File: config.mk
export PLATFORM = sky130hd
export DESIGN_NAME = fhv_regs
export DESIGN_NICKNAME = d
export VERILOG_FILES = /design/src/fhv_pkg.sv /design/src/fhv_regs.sv
export SDC_FILE = /design/constraint.sdc
export NUM_CORES = 2
export LEC_CHECK = 0
export BUFFER_PORTS_ARGS = -buffer_cell sky130_fd_sc_hd__buf_2
export CAP_MARGIN = 20
export CORE_UTILIZATION = 55
export DETAILED_ROUTE_END_ITERATION = 10
export HOLD_SLACK_MARGIN = 0.1
export PLACE_DENSITY = 0.83
export SYNTH_ARGS = -nofsm -noshare
export SYNTH_HDL_FRONTEND = slang
export SYNTH_SLANG_ARGS = --single-unit
File: constraint.sdc
create_clock -name clk_i -period 15.5 [get_ports clk_i]
set_input_delay 3.1 -clock clk_i [delete_from_list [all_inputs] [get_ports clk_i]]
set_output_delay 3.1 -clock clk_i [all_outputs]
set_load 0.01 [all_outputs]
File: src/fhv_pkg.sv
// package for the frame header and output volume register group
// assumes an 8-bit register port driven by the control-bus slave logic
package fhv_pkg;

  // ==========================================================
  // register addresses
  localparam logic [7:0] FHV_ADDR_ANC_LOW   = 8'h41;
  localparam logic [7:0] FHV_ADDR_ANC_HIGH  = 8'h42;
  localparam logic [7:0] FHV_ADDR_HDR_UPPER = 8'h43;
  localparam logic [7:0] FHV_ADDR_HDR_MID   = 8'h44;
  localparam logic [7:0] FHV_ADDR_HDR_LOWER = 8'h45;
  localparam logic [7:0] FHV_ADDR_LEFT_VOL  = 8'h46;
  localparam logic [7:0] FHV_ADDR_XFEED     = 8'h47;
  localparam logic [7:0] FHV_ADDR_RIGHT_VOL = 8'h48;

  // ==========================================================
  // reset values and attenuation mute threshold
  localparam logic [7:0]  FHV_RST_VOL   = 8'h00;
  localparam logic [7:0]  FHV_RST_XFEED = 8'hFF;
  localparam logic [15:0] FHV_RST_ANC   = 16'h0000;
  localparam logic [20:0] FHV_RST_HDR   = 21'h000000;
  localparam logic [7:0]  FHV_ATT_MUTE  = 8'h60;

  // ==========================================================
  // header field positions
  localparam int FHV_POS_EMPH    = 0;
  localparam int FHV_POS_ORIG    = 2;
  localparam int FHV_POS_COPY    = 3;
  localparam int FHV_POS_MODEXT  = 4;
  localparam int FHV_POS_MODE    = 6;
  localparam int FHV_POS_PRIV    = 8;
  localparam int FHV_POS_PAD     = 9;
  localparam int FHV_POS_SRATE   = 10;
  localparam int FHV_POS_BRATE   = 12;
  localparam int FHV_POS_PROT    = 16;
  localparam int FHV_POS_LAYER   = 17;
  localparam int FHV_POS_VER     = 19;
  localparam int FHV_POS_VEREXT  = 20;
  localparam logic [1:0] FHV_LAYER_III = 2'h1;

  // ==========================================================
  // decoded enumerations
  typedef enum logic [1:0] {
    FHV_MPEG25 = 2'b00,
    FHV_MPEG_RSV = 2'b01,
    FHV_MPEG2 = 2'b10,
    FHV_MPEG1 = 2'b11
  } fhv_ver_e;

  typedef enum logic [1:0] {
    FHV_STEREO = 2'b00,
    FHV_JOINT = 2'b01,
    FHV_DUAL = 2'b10,
    FHV_MONO = 2'b11
  } fhv_chmode_e;

  typedef enum logic [1:0] {
    FHV_EMPH_NONE = 2'b00,
    FHV_EMPH_50_15 = 2'b01,
    FHV_EMPH_RSV = 2'b10,
    FHV_EMPH_J17 = 2'b11
  } fhv_emph_e;

  // register port request
  typedef struct packed {
    logic       rd;
    logic       wr;
    logic [7:0] addr;
    logic [7:0] wdata;
  } fhv_req_s;

  // decoded view of the stored header
  typedef struct packed {
    fhv_ver_e    version;
    logic        layer_ok;
    logic        crc_present;
    logic [8:0]  bitrate_kbps;
    logic        free_format;
    logic        bad_bitrate;
    logic [15:0] srate_10hz;
    logic        bad_srate;
    logic        extra_slot;
    fhv_chmode_e chmode;
    logic [1:0]  joint_method;
    logic        copyright;
    logic        original;
    fhv_emph_e   emphasis;
    logic        priv;
  } fhv_hdr_s;

  // ==========================================================
  // attenuation gain: 1 dB steps, saturating to mute at 96 dB and above
  function automatic logic [15:0] fhv_att_gain(input logic [7:0] att);
    logic [15:0] g;
    logic [3:0]  f;
    g = 16'h0000;
    f = 4'h0;
    if (att < FHV_ATT_MUTE) begin
      // 6 dB per halving, residual via table of 2^(-k/6)
      f = 4'(att % 8'd6);
      case (f)
        4'h0: g = 16'hFFFF;
        4'h1: g = 16'hE402;
        4'h2: g = 16'hCB59;
        4'h3: g = 16'hB53C;
        4'h4: g = 16'hA18A;
        default: g = 16'h8FF6;
      endcase
      g = g >> (att / 8'd6);
    end
    return g;
  endfunction

endpackage

File: src/fhv_regs.sv
// frame header and output volume registers, audio volume/crossfeed path
// assumes register port and frame events synchronous to clk_i
`timescale 1ns/1ps

module fhv_regs
  import fhv_pkg::*;
(
  input  wire logic        clk_i,
  input  wire logic        srst_i,
  input  wire logic        soft_rst_i,
  input  wire fhv_req_s    req_i,
  output logic [7:0]       rdata_o,
  output logic             rvalid_o,
  input  wire logic        frame_ok_i,
  input  wire logic [15:0] anc_bits_i,
  input  wire logic        sync_i,
  input  wire logic [20:0] header_i,
  input  wire logic        smp_valid_i,
  input  wire logic [15:0] left_i,
  input  wire logic [15:0] right_i,
  output logic [15:0]      left_o,
  output logic [15:0]      right_o,
  output logic             out_valid_o,
  output fhv_hdr_s         hdr_o
);

  // ==========================================================
  // state
  logic        rst;
  logic [15:0] anc_q;
  logic [20:0] hdr_q;
  logic [7:0]  lvol_q;
  logic [7:0]  xfeed_q;
  logic [7:0]  rvol_q;
  logic [7:0]  rdata_d;
  logic        hit;

  assign rst = srst_i | soft_rst_i;

  // ==========================================================
  // ancillary count
  always_ff @(posedge clk_i) begin
    if (rst) begin
      anc_q <= FHV_RST_ANC;
    end else if (frame_ok_i) begin
      anc_q <= anc_bits_i;
    end
  end

  // ==========================================================
  // header capture
  always_ff @(posedge clk_i) begin
    if (rst) begin
      hdr_q <= FHV_RST_HDR;
    end else if (sync_i) begin
      hdr_q <= header_i;
    end
  end

  // ==========================================================
  // writable attenuators
  always_ff @(posedge clk_i) begin
    if (rst) begin
      lvol_q  <= FHV_RST_VOL;
      xfeed_q <= FHV_RST_XFEED;
      rvol_q  <= FHV_RST_VOL;
    end else if (req_i.wr) begin
      case (req_i.addr)
        FHV_ADDR_LEFT_VOL:  lvol_q  <= req_i.wdata;
        FHV_ADDR_XFEED:     xfeed_q <= req_i.wdata;
        FHV_ADDR_RIGHT_VOL: rvol_q  <= req_i.wdata;
        default: ;
      endcase
    end
  end

  // ==========================================================
  // read decode; unmapped addresses read zero
  always_comb begin
    rdata_d = 8'h00;
    hit = 1'b1;
    case (req_i.addr)
      FHV_ADDR_ANC_LOW:   rdata_d = anc_q[7:0];
      FHV_ADDR_ANC_HIGH:  rdata_d = anc_q[15:8];
      // upper bits above 20 read zero
      FHV_ADDR_HDR_UPPER: rdata_d = {3'b000, hdr_q[20:16]};
      FHV_ADDR_HDR_MID:   rdata_d = hdr_q[15:8];
      FHV_ADDR_HDR_LOWER: rdata_d = hdr_q[7:0];
      FHV_ADDR_LEFT_VOL:  rdata_d = lvol_q;
      FHV_ADDR_XFEED:     rdata_d = xfeed_q;
      FHV_ADDR_RIGHT_VOL: rdata_d = rvol_q;
      default:            hit = 1'b0;
    endcase
  end

  always_ff @(posedge clk_i) begin
    if (srst_i) begin
      rdata_o  <= 8'h00;
      rvalid_o <= 1'b0;
    end else begin
      rdata_o  <= (req_i.rd && hit) ? rdata_d : 8'h00;
      rvalid_o <= req_i.rd;
    end
  end

  // ==========================================================
  // header decode
  logic [1:0] ver_bits;
  logic [3:0] br_idx;
  logic [1:0] sr_idx;
  logic [8:0] br;
  logic [15:0] sr;

  assign ver_bits = {hdr_q[FHV_POS_VEREXT], hdr_q[FHV_POS_VER]};
  assign br_idx   = hdr_q[FHV_POS_BRATE +: 4];
  assign sr_idx   = hdr_q[FHV_POS_SRATE +: 2];

  always_comb begin
    br = 9'd0;
    if (hdr_q[FHV_POS_VER]) begin
      case (br_idx)
        4'h1: br = 9'd32;
        4'h2: br = 9'd40;
        4'h3: br = 9'd48;
        4'h4: br = 9'd56;
        4'h5: br = 9'd64;
        4'h6: br = 9'd80;
        4'h7: br = 9'd96;
        4'h8: br = 9'd112;
        4'h9: br = 9'd128;
        4'hA: br = 9'd160;
        4'hB: br = 9'd192;
        4'hC: br = 9'd224;
        4'hD: br = 9'd256;
        4'hE: br = 9'd320;
        default: br = 9'd0;
      endcase
    end else begin
      case (br_idx)
        4'h1: br = 9'd8;
        4'h2: br = 9'd16;
        4'h3: br = 9'd24;
        4'h4: br = 9'd32;
        4'h5: br = 9'd40;
        4'h6: br = 9'd48;
        4'h7: br = 9'd56;
        4'h8: br = 9'd64;
        4'h9: br = 9'd80;
        4'hA: br = 9'd96;
        4'hB: br = 9'd112;
        4'hC: br = 9'd128;
        4'hD: br = 9'd144;
        4'hE: br = 9'd160;
        default: br = 9'd0;
      endcase
    end
  end

  // sample rate in units of 10 Hz
  always_comb begin
    sr = 16'd0;
    case (sr_idx)
      2'b00: sr = 16'd4410;
      2'b01: sr = 16'd4800;
      2'b10: sr = 16'd3200;
      default: sr = 16'd0;
    endcase
    case (ver_bits)
      2'b10: sr = sr >> 1;
      2'b00: sr = sr >> 2;
      default: ;
    endcase
  end

  always_comb begin
    hdr_o.version      = fhv_ver_e'(ver_bits);
    hdr_o.layer_ok     = hdr_q[FHV_POS_LAYER +: 2] == FHV_LAYER_III;
    hdr_o.crc_present  = ~hdr_q[FHV_POS_PROT];
    hdr_o.bitrate_kbps = br;
    hdr_o.free_format  = br_idx == 4'h0;
    hdr_o.bad_bitrate  = br_idx == 4'hF;
    hdr_o.srate_10hz   = sr;
    hdr_o.bad_srate    = (sr_idx == 2'b11) || (ver_bits == 2'b01);
    hdr_o.extra_slot   = hdr_q[FHV_POS_PAD];
    hdr_o.chmode       = fhv_chmode_e'(hdr_q[FHV_POS_MODE +: 2]);
    hdr_o.joint_method = (hdr_q[FHV_POS_MODE +: 2] == 2'b01) ?
                         hdr_q[FHV_POS_MODEXT +: 2] : 2'b00;
    hdr_o.copyright    = hdr_q[FHV_POS_COPY];
    hdr_o.original     = hdr_q[FHV_POS_ORIG];
    hdr_o.emphasis     = fhv_emph_e'(hdr_q[FHV_POS_EMPH +: 2]);
    hdr_o.priv         = hdr_q[FHV_POS_PRIV];
  end

  // ==========================================================
  // volume and crossfeed path
  function automatic logic signed [15:0] scale(
    input logic signed [15:0] s,
    input logic [7:0]         att
  );
    logic signed [32:0] p;
    p = s * $signed({1'b0, fhv_att_gain(att)});
    return p[31:16];
  endfunction

  logic signed [15:0] l_att;
  logic signed [15:0] r_att;
  logic signed [15:0] x_att;
  logic signed [16:0] r_sum;

  assign l_att = scale($signed(left_i), lvol_q);
  assign r_att = scale($signed(right_i), rvol_q);
  assign x_att = scale($signed(left_i), xfeed_q);
  assign r_sum = 17'(r_att) + 17'(x_att);

  always_ff @(posedge clk_i) begin
    if (rst) begin
      left_o      <= 16'h0000;
      right_o     <= 16'h0000;
      out_valid_o <= 1'b0;
    end else begin
      out_valid_o <= smp_valid_i;
      if (smp_valid_i) begin
        left_o <= l_att;
        if (r_sum > 17'sd32767) begin
          right_o <= 16'h7FFF;
        end else if (r_sum < -17'sd32768) begin
          right_o <= 16'h8000;
        end else begin
          right_o <= r_sum[15:0];
        end
      end
    end
  end

endmodule

Word-level counts from Yosys, hierarchy flattened --
Memory sizes are Yosys's and may differ from the RTL's. A register that Yosys moved wholly into a read port is not among the register bits. Index checks and enable logic that the tools add are counted.
Word-level totals: bits of input ports 93, flip-flop bits (word level) 103, bits in read-only memories 176, memories 2, word-level logic and storage cells 95, output and inout port bits 84
Memory list:
- (no name shown) | depth 16, width 6, read ports 1, clocked after Yosys merged registers in 1, write ports 0, line fhv_regs.sv:121 | case (br_idx)
- (no name shown) | depth 16, width 5, read ports 1, clocked after Yosys merged registers in 1, write ports 0, line fhv_regs.sv:139 | case (br_idx)
Operators by class: eq/ne operators 28, reduce and logical (&&, ||, !) cells 13, add/subtract/negate cells 1, divide/modulo/power cells 6, multiplexer cells 21, multipliers 3, shift-type cells 3, $lt $le $gt $ge 5, bitwise operators 3
Operators with widths (number):
- 15-bit case mux with 5 select lines | 3
- 16-bit 2-to-1 mux | 8
- 16-bit by 17-bit multiplier with 32-bit output | 3
- 8-bit by 7-bit equality test with 1-bit output (second input constant) | 8
- 8-bit case mux with 8 select lines | 1
- 16-bit by 8-bit right shift with 16-bit output | 3
- 13-bit case mux with 3 select lines | 1
- 16-bit case mux with 2 select lines | 1
- 8-bit by 3-bit divider with 8-bit output (second input constant) | 3
- 4-bit by 2-bit equality test with 1-bit output (second input constant) | 6
- 8-bit by 7-bit less-than comparator with 1-bit output (second input constant) | 3
- 8-bit by 3-bit remainder unit with 8-bit output (second input constant) | 3
- 16-bit by 16-bit adder with 17-bit output | 1
- 17-bit by 16-bit > comparator with 1-bit output (second input constant) | 1
- 17-bit by 16-bit less-than comparator with 1-bit output (second input constant) | 1
- 4-bit logical NOT | 4
- 4-bit 2-to-1 mux | 4
- 4-bit by 1-bit equality test with 1-bit output (second input constant) | 3
- 4-bit by 3-bit equality test with 1-bit output (second input constant) | 3
- 9-bit 2-to-1 mux | 1
- 2-bit by 1-bit equality test with 1-bit output (second input constant) | 4
- 8-bit OR reduction | 1
- 2-bit equality test (second input constant) | 3
- 2-bit AND reduction | 3
- 9 further kinds | 11

Logic depth before layout (Yosys ltp) --
word-level depth 11, depth in mapped cells 63, depth with buffers taken out 58

Worst setup path after synthesis --
Ideal clock, no wire load.
kind register to register, from register rvol_q[5], to register right_o[10], path buffers 4, cell stages (with the launch flop) 57, library setup time 0.133 ns, setup slack 3.081 ns, data required time 15.367 ns, clock period less this slack 12.419 ns, data arrival time 12.287 ns, cell sequence dfxtp_1 -> buf_2 -> nor4bb_1 -> o21bai_1 -> a31oi_1 -> nor3_2 -> inv_1 -> ha_1 -> clkbuf_1 -> inv_1 -> nand2_1 -> nor4_1 -> o21a_1 -> nor3_1 -> o211ai_1 -> nand3_1 -> mux2i_1 -> nor2_1 -> [21 not listed] -> a21oi_1 -> xnor2_1 -> ha_1 -> a21o_1 -> a21oi_1 -> o21bai_1 -> a21oi_1 -> o21bai_1 -> a21oi_1 -> o21bai_1 -> a2111oi_0 -> o31ai_1 -> a21o_1 -> a21oi_1 -> xor2_1 -> clkbuf_1 -> maj3_1 -> a21oi_1
On the way: word-level cells in the longest chain between the ends 11, elaborated cells on any way between the ends 18, classes of those cells 1 x add/sub; 1 x mul; 2 x div; 3 x order compare; 4 x eq/ne; 1 x shift; 5 x mux; 1 x reduce/logical
Ends and longest elaborated chain:
- start: declaration | line fhv_regs.sv:34 | logic [7:0] rvol_q;
- start signal: assignment | line fhv_regs.sv:71 | FHV_ADDR_RIGHT_VOL: rvol_q <= req_i.wdata;
- 8-bit by 3-bit remainder unit with 8-bit output | line fhv_pkg.sv:100 | f = 4'(att % 8'd6);
- 4-bit by 3-bit equality test with 1-bit output, or another cell as far along | line fhv_pkg.sv:101 | case (f)
- 15-bit case mux with 5 select lines | line fhv_pkg.sv:101
- 16-bit 2-to-1 mux | line fhv_pkg.sv:98 | if (att < FHV_ATT_MUTE) begin
- 16-bit by 8-bit right shift with 16-bit output | line fhv_pkg.sv:109 | g = g >> (att / 8'd6);
- 16-bit 2-to-1 mux * | line fhv_pkg.sv:98
- 16-bit by 17-bit multiplier with 32-bit output * | line fhv_regs.sv:201 | p = s * $signed({1'b0, fhv_att_gain(att)});
- 16-bit by 16-bit adder with 17-bit output * | line fhv_regs.sv:213 | assign r_sum = 17'(r_att) + 17'(x_att);
- 17-bit by 16-bit less-than comparator with 1-bit output | line fhv_regs.sv:226 | end else if (r_sum < -17'sd32768) begin
- 16-bit 2-to-1 mux | line fhv_regs.sv:226
- 16-bit 2-to-1 mux * | line fhv_regs.sv:224 | if (r_sum > 17'sd32767) begin
- end signal: assignment | line fhv_regs.sv:229 | right_o <= r_sum[15:0];
- end: declaration | line fhv_regs.sv:22 | output logic [15:0] right_o,
Mark *: on every way between the ends. The rest lies on a longest branch, timed or not. The select of a mux whose other input is x is not followed. A chain may end at the register's enable or synchronous reset.

Worst setup path after layout --
from register xfeed_q[4], to register right_o[5]
On the way: word-level cells in the longest chain between the ends 11, elaborated cells on any way between the ends 18, classes of those cells 1 x add/sub; 1 x mul; 2 x div; 3 x order compare; 4 x eq/ne; 1 x shift; 5 x mux; 1 x reduce/logical
Ends and longest elaborated chain:
- start: declaration | line fhv_regs.sv:33 | logic [7:0] xfeed_q;
- start signal: assignment | line fhv_regs.sv:70 | FHV_ADDR_XFEED: xfeed_q <= req_i.wdata;
- 8-bit by 3-bit remainder unit with 8-bit output | line fhv_pkg.sv:100
- 4-bit by 3-bit equality test with 1-bit output, or another cell as far along | line fhv_pkg.sv:101
- 15-bit case mux with 5 select lines | line fhv_pkg.sv:101
- 16-bit 2-to-1 mux | line fhv_pkg.sv:98
- 16-bit by 8-bit right shift with 16-bit output | line fhv_pkg.sv:109
- 16-bit 2-to-1 mux * | line fhv_pkg.sv:98
- 16-bit by 17-bit multiplier with 32-bit output * | line fhv_regs.sv:201
- 16-bit by 16-bit adder with 17-bit output * | line fhv_regs.sv:213
- 17-bit by 16-bit less-than comparator with 1-bit output | line fhv_regs.sv:226
- 16-bit 2-to-1 mux | line fhv_regs.sv:226
- 16-bit 2-to-1 mux * | line fhv_regs.sv:224
Marked as above.

==> metrics.log <==
[metrics] syn_area_per_cell: ~8.3 um2
[metrics] required time at the endpoint of the critical path: 15780 ps
[metrics] maximum achievable frequency: 0.0692 GHz
[metrics] crit-path max cell delay: just under 800 ps
[metrics] row count: 94
[metrics] Die Footprint: slightly below 70000 um2
[metrics] portion of netlist area occupied by mux cells: 0.0215
[metrics] Critical Path Source: xfeed_q[4]
[metrics] critical setup path kind: reg -> reg
[metrics] die span in y: 260 um
[metrics] vias in the first global route: 32578
[metrics] vias per std cell: 5.97
[metrics] total global-route track usage: 0.300
[metrics] RR Startpoint: xfeed_q[4]
[metrics] Critical Path Start Type: flip-flop
[metrics] commonest non-fill, non-tap cell in the layout: inv_1
[metrics] clock-pin transition on the worst setup and hold timing paths: about 70 ps
[metrics] critical-path cell with the highest stage delay: nor2_1
[metrics] max_slew headroom: 0.300
[metrics] critical path capture point type: flip-flop
[metrics] power density cells: 232 nW/um2
[metrics] main combinational cell family by area after synthesis: adder cells
[metrics] distinct cell type count after synthesis: 130
[metrics] die boundary width: ~260 um
[metrics] Primary FF master, synth: dfxtp_1
[metrics] Ports: 177
[metrics] area overhead of the layout relative to synthesis: 5.19%
[metrics] cell count after placement: between 5000 and 6000
[metrics] status: finished clean
[metrics] clock tree from TritonCTS: built
[metrics] initial standard-cell utilization of the core: 0.557
[metrics] Routability Congestion: 0.939
[metrics] vias after detailed routing: between 30000 and 40000
[metrics] clock tree skew after final layout: between 9 and 10 ps
[metrics] number of max-slew violations in the final report: 0
[metrics] part of the Yosys area used for sequential elements: 0.0622
[metrics] endpoints failing setup: 0
[metrics] Clock Sink Count: between 100 and 150
[metrics] final layout net count: 5450
[metrics] cell chosen for the clock root: clkbuf_16
[metrics] worst endpoint data arrival time: roughly 15000 ps
[metrics] count of buffers added by post-CTS timing repair for setup: 0
[metrics] fraction of registers with async set/reset: 0
[metrics] placed wire-length estimate after detailed placement: about 76000 um
[metrics] DRC Markers: 0
[metrics] reported max-cap violation count: 0
[metrics] first-pass GRT wire length: 164000 um
[metrics] final instance count without filler cells: 5284
[metrics] synth warn: 0
[metrics] number of DRC markers in iteration 0: approximately 2900
[metrics] post-synthesis simple-gate area fraction: 0.207
[metrics] final number of hold-violating endpoints: 0
[metrics] total clock buffers created by CTS: 17
[metrics] drt pass-1 iters: 6
[metrics] Detail Route Antenna Nets: 0
[metrics] Min-Delay Path Class: reg -> reg
[metrics] number of levels the H-tree was split into: 4
[metrics] instance count of the mapped netlist: 4405
[metrics] top cell family by delay on the critical path: compound AO/OA/AOI/OAI gates
[metrics] Total Neg Setup Slack: 0 ps
[metrics] Hold Startpoint: left_o[4]
[metrics] synthesis-stage register bit count: about 110
[metrics] antenna violations before repair: 5
[metrics] adder and majority cell fraction of the synthesized area: 0.447
[metrics] maximum vdd drop: between 600 and 700 uV
[metrics] commonest cells after routing, fill and taps aside: 754 x inv_1, 580 x fa_1, 507 x nand2_1
[metrics] Final Routed Wirelength: 99500 um
[metrics] share of cells above drive strength 1: 0.0862
[metrics] area of the mapped netlist: between 30000 and 40000 um2
[metrics] peak fanout along the critical path: 21
[metrics] Lkg Pwr: 19.5 nW
[metrics] clk buf depth: 2
[metrics] RSZ-0062 raised after global routing: false
[metrics] maximum number of pins on one net before global-route repair: 73
[metrics] final worst-path cycle share: 0.932
[metrics] final global-route overflow total: 0
[metrics] average routed wire per standard cell: between 15 and 20 um
[metrics] clock latency on the worst-skew pair: 430 ps
[metrics] Least-Margin Pin Slew: 1050 ps
[metrics] worst path buffer plus inverter count: 7
[metrics] share of the synthesized netlist area taken by xor and xnor gates: 0.0212
[metrics] number of buffer cells added on primary ports: 170
[metrics] compound-cell area share of the yosys netlist: 0.129
[metrics] Period minus WS final: ~14000 ps
[metrics] number of enable-type register cells in the synthesized netlist: 0
[metrics] Core Area: 65900 um2
[cell usage after synthesis, drive strengths merged, types with 17 or more instances]
library cell	number	area (um2)
o21a	18	136
a21oi	162	856
o22ai	23	150
nor2b	67	419
o211ai	33	248
nand2b	71	454
nor4	17	113
o21bai	20	150
buf	68	443
nor3b	23	183
nand2	508	1910
o31ai	24	213
a221oi	20	199
nand3	62	315
xor2	25	226
a21o	26	198
nor3	59	325
nor2	204	776
ha	372	4650
fa	580	11600
clkbuf	200	832
nand3b	19	143
inv	755	2830
a211oi	29	228
and2	276	1730
xnor2	63	552
a31oi	26	175
o21ai	113	577
dfxtp	114	2280
a22oi	30	239
mux2i	66	661
and3	72	452
[layer usage]
layer	GRT usage	vias up	share of wire
li1	-	14229	-
met1	0.385	15388	0.39
met2	0.502	1602	0.47
met3	0.0522	325	0.093
met4	0.123	2	0.044
met5	0	-	0.00010
[cell type report]
class / count / area [um2]
multi-input combinational: 3271 / 30300
fill: 5664 / 27300
inverter: 757 / 2840
sequential: 114 / 2290
timing repair buffer: 244 / 1410
tap: 864 / 1080
clock buffer: 19 / 443
clock inverter: 13 / 184
antenna: 2 / 5.00
[timing repair]
item	CTS	global route
hold buffers	0	0
setup endpoints to repair	0	15
gates resized for setup	0	6
[sequential cells by signal (all words and copies together) (netlist names), named ones only]
name,count
hdr_q,21
anc_q,16
left_o,16
right_o,16
lvol_q,8
rdata_o,8
rvol_q,8
xfeed_q,8
out_valid_o,1
rvalid_o,1
[final timing paths]
check        slack, ps          to  depth (start not counted)
max reg2reg       1050  right_o[5]                         52
min                470   left_o[4]                          2
min reg2reg        470   left_o[4]                          2
max               1050  right_o[5]                         52
[kinds of logic (layout without fill, tap and decap cells)]
logic type / Yosys count / in the layout
AOI/OAI and AO/OA: 660 / 660
xor gates and xnor gates: 88 / 88
adders and majority gates: 967 / 967
buffers and inverters: 1025 / 1033
DFF: 114 / 114
muxes: 76 / 76
other: 1 / 8
and+or+nand+nor: 1474 / 1474
[through the flow]
| step | instance area, um2 | utilization | power [mW] | worst slack (ps) | hold slack, ps |
|---|---|---|---|---|---|
| 2_1_floorplan | 36700 | - | 6.63 | 3080 | 460 |
| 3_3_place_gp | 37900 | 0.576 | 8.08 | 1550 | 462 |
| 3_5_place_dp | 37900 | 0.576 | 8.37 | 1140 | 461 |
| 4_1_cts | 38500 | 0.585 | 8.92 | 1040 | 473 |
| 5_1_grt | 38600 | 0.586 | 9.98 | 14.7 | 488 |
| 6_report | 38600 | 0.586 | 8.97 | 1050 | 473 |
[report_power, final]
| part | total, mW | internal [mW] | switching, mW |
|---|---|---|---|
| clock network | 0.444 | 0.274 | 0.170 |
| logic | 8.17 | 3.60 | 4.58 |
| registers | 0.350 | 0.323 | 0.0265 |
[worst min-delay path: stages (launching register included)]
cell and delay [ps]:
dfxtp_1 310, nand2b_1 60, a21oi_1 50
(Power assumes the default switching activity.)
